$ cat src/hw/bas_pkg.sv
// package: register map, field layout and carrier types of the abort status block
package bas_pkg;
    // register byte offsets
    localparam logic [7:0] BAS_OFF_REMAP  = 8'h00;
    localparam logic [7:0] BAS_OFF_STATUS = 8'h04;
    localparam logic [7:0] BAS_OFF_ADDR   = 8'h08;
    localparam logic [7:0] BAS_OFF_IRQST  = 8'h0C;
    localparam logic [7:0] BAS_OFF_IRQMSK = 8'h10;
    localparam int         BAS_OFF_W      = 8;
    // abort status and remap field positions
    localparam int BAS_B_UNDEF = 0;
    localparam int BAS_B_MIS   = 1;
    localparam int BAS_B_SIZE  = 8;
    localparam int BAS_B_KIND  = 10;
    localparam int BAS_B_SRC   = 16;
    localparam int BAS_B_SAVED = 24;
    localparam int BAS_B_RMP   = 0;
    // reset values
    localparam logic [31:0] BAS_RST_WORD = 32'h0000_0000;
    localparam logic [2:0]  BAS_RST_SRC  = 3'h0;
    localparam logic [1:0]  BAS_RST_IRQ  = 2'h0;
    // access size codes
    localparam logic [1:0] BAS_SZ_BYTE = 2'h0;
    localparam logic [1:0] BAS_SZ_HALF = 2'h1;
    localparam logic [1:0] BAS_SZ_WORD = 2'h2;
    // access kind codes
    localparam logic [1:0] BAS_KD_READ  = 2'h0;
    localparam logic [1:0] BAS_KD_WRITE = 2'h1;
    localparam logic [1:0] BAS_KD_FETCH = 2'h2;
    // master source one-hot positions
    localparam int BAS_M_ETH = 0;
    localparam int BAS_M_DMA = 1;
    localparam int BAS_M_CPU = 2;
    // top-nibble region codes
    localparam logic [3:0] BAS_RG_MEM = 4'h0;
    localparam logic [3:0] BAS_RG_PER = 4'hF;
    // interrupt status bit positions
    localparam int BAS_I_UNDEF = 0;
    localparam int BAS_I_MIS   = 1;
    // ahb codes
    localparam logic [1:0] BAS_HT_NONSEQ = 2'h2;

    // bus-phase state, one-hot
    typedef enum logic [1:0] {
        BAS_PH_IDLE  = 2'b01,
        BAS_PH_WRITE = 2'b10
    } bas_phase_t;

    // one monitored master access
    typedef struct packed {
        logic        valid;   // one-cycle strobe per access
        logic [31:0] addr;    // full byte address
        logic [1:0]  size;    // byte / half / word
        logic [1:0]  kind;    // read / write / fetch
        logic [2:0]  master;  // one-hot source
    } bas_req_t;
endpackage

$ cat src/hw/bas_abort.sv
// abort status, misalignment detector and remap toggle behind an ahb-lite slave
//
// Contract
// - misaligned word access is cancelled and aborted
// - odd half-word access is cancelled and aborted
// - check every master using size, address bits
// - processor instruction fetches never checked for alignment
// - capture full aborted address at offset 0x08
// - writing one toggles remap, zero does nothing
// - status bit 0 flags undefined address abort
// - status bit 1 flags misaligned address abort
// - bits 9:8 record aborted access size
// - bits 11:10 record aborted access kind
// - bits 18:16 show source of last abort
// - bits 26:24 saved sources, cleared by read
// - status and address registers reset to zero
// - abort indication driven to all masters
// - fourteen undefined top-nibble regions always abort
// - remap maps sram at area zero too
`timescale 1ns/10ps
module bas_abort
    import bas_pkg::*;
#(
    parameter int ADDR_W = 32   // monitored address width
) (
    input  wire logic        hclk,
    input  wire logic        hresetn,
    // ahb-lite slave
    input  wire logic        hsel,
    input  wire logic [31:0] haddr,
    input  wire logic [1:0]  htrans,
    input  wire logic        hwrite,
    input  wire logic [2:0]  hsize,
    input  wire logic [31:0] hwdata,
    input  wire logic        hready,
    output logic             hreadyout,
    output logic             hresp,
    output logic [31:0]      hrdata,
    // monitored master access
    input  wire bas_req_t    req,
    // abort to every master, one cycle after the access
    output logic             abort_o,
    // sram visible at area zero
    output logic             remap_o,
    // level interrupt
    output logic             irq_o
);

    // elaboration check: fields assume a full 32-bit address
    if (ADDR_W != 32) begin : g_chk
        $error("bas_abort supports only a 32-bit address");
    end

    // elaboration check: the offset decode must reach the highest register
    if (BAS_OFF_W < 5) begin : g_chk_off
        $error("bas_abort offset decode too narrow");
    end

    // behaviour notes for the integrator:
    //  - the monitored access arrives on the same clock, one strobe per access
    //  - the abort answer comes one edge after the strobe, to all masters at once
    //  - a fetch skips only the alignment test, never the region test
    //  - size code 3 is reserved and is never treated as misaligned
    //  - hsize is not decoded; every register is one whole word
    //  - saved bits collect displaced sources not yet shown by a status read
    //  - the bus always answers with zero wait states and an okay response

    // complete state of the block
    typedef struct packed {
        bas_phase_t         ph;      // bus data-phase state
        logic [BAS_OFF_W-1:0] woff;  // latched write offset
        logic [31:0]        rdata;   // read data for data phase
        logic               remap;   // area zero shows sram
        logic               abort;   // abort pulse
        logic               undef;   // last abort undefined
        logic               mis;     // last abort misaligned
        logic [1:0]         size;    // last abort size
        logic [1:0]         kind;    // last abort kind
        logic [2:0]         src;     // last abort source
        logic [2:0]         saved;   // earlier unread sources
        logic               src_new; // shown source not yet read
        logic [31:0]        aaddr;   // last aborted address
        logic [1:0]         ist;     // sticky interrupt status
        logic [1:0]         imsk;    // interrupt mask
        logic               irq;     // interrupt level
    } bas_state_t;

    bas_state_t st_r;   // registered state
    bas_state_t st_nxt; // next state

    // assembles the abort status word from the state
    function automatic logic [31:0] status_word(input bas_state_t s);
        logic [31:0] w;
        w = BAS_RST_WORD;
        w[BAS_B_UNDEF] = s.undef;
        w[BAS_B_MIS] = s.mis;
        w[BAS_B_SIZE +: 2] = s.size;
        w[BAS_B_KIND +: 2] = s.kind;
        w[BAS_B_SRC +: 3] = s.src;
        w[BAS_B_SAVED +: 3] = s.saved;
        return w;
    endfunction

    // true when the access is not aligned to its size
    function automatic logic misaligned(input bas_req_t r);
        logic m;
        m = 1'b0;
        if (r.size == BAS_SZ_WORD) begin
            m = (r.addr[1:0] != 2'h0);
        end else if (r.size == BAS_SZ_HALF) begin
            m = r.addr[0];
        end
        // reserved size code 3 falls through as aligned
        return m;
    endfunction

    // address phase accepted for this slave
    logic        ap_ok;
    logic [BAS_OFF_W-1:0] ap_off;
    logic        chk_mis;
    logic        chk_und;
    logic        hit;
    logic        sts_rd;

    // decode of the bus address phase
    always_comb begin
        ap_ok  = hsel && hready && htrans[1];
        ap_off = haddr[BAS_OFF_W-1:0];
        sts_rd = ap_ok && !hwrite && (ap_off == BAS_OFF_STATUS);
    end

    // alignment and region checks on the monitored access
    always_comb begin
        // checked for all masters; fetches skip only alignment
        chk_mis = req.valid && (req.kind != BAS_KD_FETCH)
                  && misaligned(req);
        // top nibble neither memory nor peripheral area
        chk_und = req.valid && (req.addr[31:28] != BAS_RG_MEM)
                  && (req.addr[31:28] != BAS_RG_PER);
        hit = chk_mis || chk_und;
    end

    // next-state logic
    always_comb begin
        st_nxt = st_r;
        st_nxt.abort = hit;
        // bus read data is sampled from state before this edge
        st_nxt.rdata = BAS_RST_WORD;
        if (ap_ok && !hwrite) begin
            case (ap_off)
                BAS_OFF_STATUS: st_nxt.rdata = status_word(st_r);
                BAS_OFF_ADDR:   st_nxt.rdata = st_r.aaddr;
                BAS_OFF_IRQST:  st_nxt.rdata = {30'h0, st_r.ist};
                BAS_OFF_IRQMSK: st_nxt.rdata = {30'h0, st_r.imsk};
                default:        st_nxt.rdata = BAS_RST_WORD; // write-only or unmapped
            endcase
        end
        // clear on read first, so a coinciding abort sets over it
        if (sts_rd) begin
            st_nxt.saved   = BAS_RST_SRC;
            // the read shows the current source, so it is no longer news
            st_nxt.src_new = 1'b0;
        end
        // every field of one abort lands on the same edge
        if (hit) begin
            st_nxt.undef = chk_und;
            st_nxt.mis   = chk_mis;
            st_nxt.size  = req.size;
            st_nxt.kind  = req.kind;
            st_nxt.src   = req.master;
            st_nxt.aaddr = req.addr;
            // a displaced source goes to the saved bits only if no read
            // has shown it yet; an already reported abort is not saved again
            if (st_r.src_new) begin
                st_nxt.saved = st_nxt.saved | st_r.src;
            end
            st_nxt.src_new = 1'b1;
        end
        // write data phase completes
        case (st_r.ph)
            BAS_PH_IDLE: begin
                st_nxt.ph = BAS_PH_IDLE;
            end
            BAS_PH_WRITE: begin
                st_nxt.ph = BAS_PH_IDLE;
                if (st_r.woff == BAS_OFF_REMAP && hwdata[BAS_B_RMP]) begin
                    st_nxt.remap = !st_r.remap;
                end
                if (st_r.woff == BAS_OFF_IRQMSK) begin
                    st_nxt.imsk = hwdata[1:0];
                end
            end
            default: begin
                st_nxt.ph = BAS_PH_IDLE;
            end
        endcase
        // sticky interrupt bits: w1c, a new event wins over the clear
        if (st_r.ph == BAS_PH_WRITE && st_r.woff == BAS_OFF_IRQST) begin
            st_nxt.ist = st_r.ist & ~hwdata[1:0];
        end
        st_nxt.ist[BAS_I_UNDEF] = st_nxt.ist[BAS_I_UNDEF] | chk_und;
        st_nxt.ist[BAS_I_MIS]   = st_nxt.ist[BAS_I_MIS] | chk_mis;
        st_nxt.irq = |(st_nxt.ist & st_nxt.imsk);
        // a new write address phase; back-to-back is fine at zero wait
        if (ap_ok && hwrite) begin
            st_nxt.ph   = BAS_PH_WRITE;
            st_nxt.woff = ap_off;
        end
    end

    // state register; every field resets to a constant
    always_ff @(posedge hclk or negedge hresetn) begin
        if (!hresetn) begin
            st_r.ph    <= BAS_PH_IDLE;
            st_r.woff  <= BAS_OFF_REMAP;
            st_r.rdata <= BAS_RST_WORD;
            st_r.remap <= 1'b0;
            st_r.abort <= 1'b0;
            st_r.undef <= 1'b0;
            st_r.mis   <= 1'b0;
            st_r.size  <= BAS_SZ_BYTE;
            st_r.kind  <= BAS_KD_READ;
            st_r.src   <= BAS_RST_SRC;
            st_r.saved <= BAS_RST_SRC;
            st_r.src_new <= 1'b0;
            st_r.aaddr <= BAS_RST_WORD;
            st_r.ist   <= BAS_RST_IRQ;
            st_r.imsk  <= BAS_RST_IRQ;
            st_r.irq   <= 1'b0;
        end else begin
            st_r <= st_nxt;
        end
    end

    // outputs straight from state flops; zero wait, always okay
    assign hreadyout = 1'b1;
    assign hresp     = 1'b0;
    assign hrdata    = st_r.rdata;
    assign abort_o   = st_r.abort;
    assign remap_o   = st_r.remap;
    assign irq_o     = st_r.irq;
endmodule

$ cat config.mk
export PLATFORM = sky130hd
export DESIGN_NAME = bas_abort
export DESIGN_NICKNAME = d
export VERILOG_FILES = /design/src/hw/bas_pkg.sv /design/src/hw/bas_abort.sv
export SDC_FILE = /design/constraint.sdc
export NUM_CORES = 1
export LEC_CHECK = 0
export ABC_AREA = 1
export BUFFER_PORTS_ARGS = -buffer_cell sky130_fd_sc_hd__buf_4
export CORE_ASPECT_RATIO = 0.9
export CORE_MARGIN = 8
export CORE_UTILIZATION = 35
export DETAILED_ROUTE_END_ITERATION = 16
export GPL_TIMING_DRIVEN = 0
export REMOVE_ABC_BUFFERS = 1
export SLEW_MARGIN = 20
export SYNTH_ARGS = -nofsm -noshare
export SYNTH_HDL_FRONTEND = slang
export SYNTH_SLANG_ARGS = --single-unit
export TNS_END_PERCENT = 30
$ cat constraint.sdc
create_clock -name hclk -period 1.35 [get_ports hclk]
set_input_delay 0.135 -clock hclk [delete_from_list [all_inputs] [get_ports hclk]]
set_output_delay 0.135 -clock hclk [all_outputs]
set_load 0.02 [all_outputs]
==> results.ini <==
[detailed_routing]
drt_pass1_iterations=6
wire_per_inst_um=13.2
vias_per_cell=4.33
drt-initial-drc-count=119
drt_wl_total_um=9370
ant_nets=0
drcViolationCount=0
vias=3069

[worst_setup_path]
cp-start-kind=register
critPathMaxFanout=3
cp_common_cell=nand2_1
path_buf_inv=0
crit_chain=nor2_1, nand2_1, nor2_1, nand2_1, o21ai_1, nand2_1, nand2_1
endpoint_kind=register
path_class=reg2reg
critPathRequiredTime_ns=1.63
path_delay_family=simple AND/OR/NAND/NOR gates
cpPeakStageDelay_ns=0.38
arrival_ns=1.54
cp_slowest_cell=dfrtp_1

[sta]
skew_ns=0.00529
hold_viol_final=0
period_share_pct=93.7
fin_crit_ns=1.26
setup_viol=0
worst_hold_slack_ns=0.0126
drv_slew=0
fin_setup_tns_ns=0
rsz0062_at_grt=true
slew_headroom_pct=43.2
worst_slew_pin_slew_ns=0.852
max_freq_mhz=791

[floorplan]
dieArea_um2=16300
ios=151
initial_utilization_pct=36.0
row_count=38
coreArea_um2=12100
die_y_um=122
die_x_um=134

[grt]
grt_pass1_wl_um=16200
grt_pass1_vias=3315
antenna_found_initial=0
grt_overflow=0
track_usage_pct=12.4
grt_max_degree=95

[power]
p_clk_share_pct=42.2
netSwitchingPower_mw=1.65
power.density_nw_per_um2=1250
pwr-share-comb_pct=12.7
switching_share_pct=23.9
p_leak_nw=2.74
sequentialPowerShare_pct=45.1
power_mw=6.90
p_int_mw=5.25
peakVddDrop_mv=0.588

[cts]
cts-root-buf=clkbuf_16
clkSinkCount=94
clkTransAtPathRegs_ns=0.07
cts_tree=yes
clock_latency_ns=0.34
clockBufferDepth=2
htreeDepth=3
cts_buffers=9

[final_layout]
drive_gt1_share_pct=35.7
layout.nets=658
n_fill_cell=1171
stdcell_count=709
fin_util_pct=45.6
antenna_cells=0
area_growth_pct=26.9

[run_status]
status=finished clean

[synthesis]
synthCells=463
ys.flop_type=dfrtp_1
synth_edf_count=0
synth.avg_cell_area_um2=9.42
yosys_warnings=0
async_flop_share_pct=100
ys_seq_area_share_pct=54.0
syn_area_um2=4360
synth_cell_types=26
synth_seq_cells=94

[placed_design]
dp_cells=663
gp_congestion=0.776
hpwlAfterDp_um=6290
portBuffers=90

[hold_path]
hold_class=in2reg

[run]
maxCapViolCount=0

registers in the layout, indices dropped and copies added (netlist names):
name / count
hrdata: 32
remap_o: 1
irq_o: 1
abort_o: 1
st_r: 59
cell type report:
type                            instances  area (um^2)  share of cell area (%)
Tap cell                              160          200                    3.62
Timing Repair Buffer                  121          995                    18.0
Sequential cell                        94         2350                    42.5
Clock buffer                           10          239                    4.32
Clock inverter                          6          109                    1.97
Multi-Input combinational cell        251         1390                    25.1
Inverter                               67          251                    4.54
layer usage:
| metal | wire length, um | global-route usage [%] | share of wire [%] |
|---|---|---|---|
| met5 | 0 | 0 | 0 |
| met4 | 147 | 4.63 | 1.6 |
| met3 | 436 | 3.79 | 4.7 |
| met2 | 4290 | 20.1 | 46 |
| met1 | 4500 | 15.5 | 48 |
stage by stage:
step / cell area (um^2) / setup slack (ns)
2_1_floorplan: 3960 / -0.656
3_3_place_gp: 4830 / -1.32
3_5_place_dp: 4860 / -0.630
4_1_cts: 5500 / 0.0123
5_1_grt: 5530 / -0.0112
6_report: 5530 / 0.0854
synthesized netlist by cell type, types with 5 or more instances:
master    n  area (um^2)
buf_2     5         25.0
buf_4    35          263
dfrtp_1  93         2330
inv_1    61          229
inv_2     6         22.5
nand2_1  71          267
nand2_2  31          194
nand3_1  27          135
nor2_1   20         75.1
nor2_2   11         68.8
nor3_1   20          100
o21ai_0  12         60.1
o21ai_1  14         70.1
o21ai_2  30          263
power by group through the flow:
stage / clock, mW / sequential (mW) / combinational (mW)
CTS: 2.99 / 3.11 / 0.875
detailed placement: 0 / 3.16 / 0.806
finish: 2.91 / 3.11 / 0.877
floorplan: 0 / 3.15 / 0.483
global route: 3.11 / 3.14 / 0.999
global placement: 0 / 3.15 / 0.783
tightest hold or removal path, stage by stage:
cell     delay (ns)
buf_4          0.09
nand2_2        0.05
o21ai_2        0.04
path summary, 6_finish.rpt:
| check | slack, ns | depth (start not counted) | start | to |
|---|---|---|---|---|
| max | 0.09 | 7 | st_r[85]$_DFFE_PN0P_ | irq_o$_DFF_PN0_ |
| min in group asynchronous | 0.45 | 2 | hresetn | st_r[89]$_DFFE_PN0P_ |
| max in group asynchronous | 0.33 | 2 | hresetn | hrdata[6]$_DFF_PN0_ |
| max reg2reg | 0.09 | 7 | st_r[85]$_DFFE_PN0P_ | irq_o$_DFF_PN0_ |
| min reg2reg | 0.48 | 2 | st_r[47]$_DFFE_PN0N_ | st_r[47]$_DFFE_PN0N_ |
| min | 0.01 | 3 | req[15] | st_r[13]$_DFFE_PN0N_ |
cell families (layout without fill, tap and decap cells):
| family | count (synthesis) | in the layout | share of synthesized area, % |
|---|---|---|---|
| DFF | 94 | 94 | 54.0 |
| and+or+nand+nor | 190 | 190 | 21.3 |
| AOI/OAI and AO/OA | 58 | 58 | 9.38 |
| buffers and inverters | 118 | 204 | 15.0 |
| xor gates and xnor gates | 1 | 1 | 0.201 |
| other | 2 | 2 | 0.172 |
cells in the final DEF, fill, tap and decap left out, types with 11 or more instances in the layout:
cell type      count
nor3_1            20
nand2_1           71
o21ai_2           29
buf_4             91
nor2_2            11
dfrtp_1           93
o21ai_1           14
nand2_2           29
inv_1             61
nor2_1            19
o21ai_0           12
dlygate4sd3_1     28
nand3_1           27
repair_timing:
| action | CTS | global route |
|---|---|---|
| endpoints found under the hold margin | 120 | 0 |
| endpoints found under the setup margin | 32 | 33 |
| gates resized for setup | 1 | 4 |
| pin swaps | 0 | 1 |
| hold buffers | 28 | 0 |
| setup buffers | 0 | 2 |
Note: power is estimated with default switching activity, not from simulation.
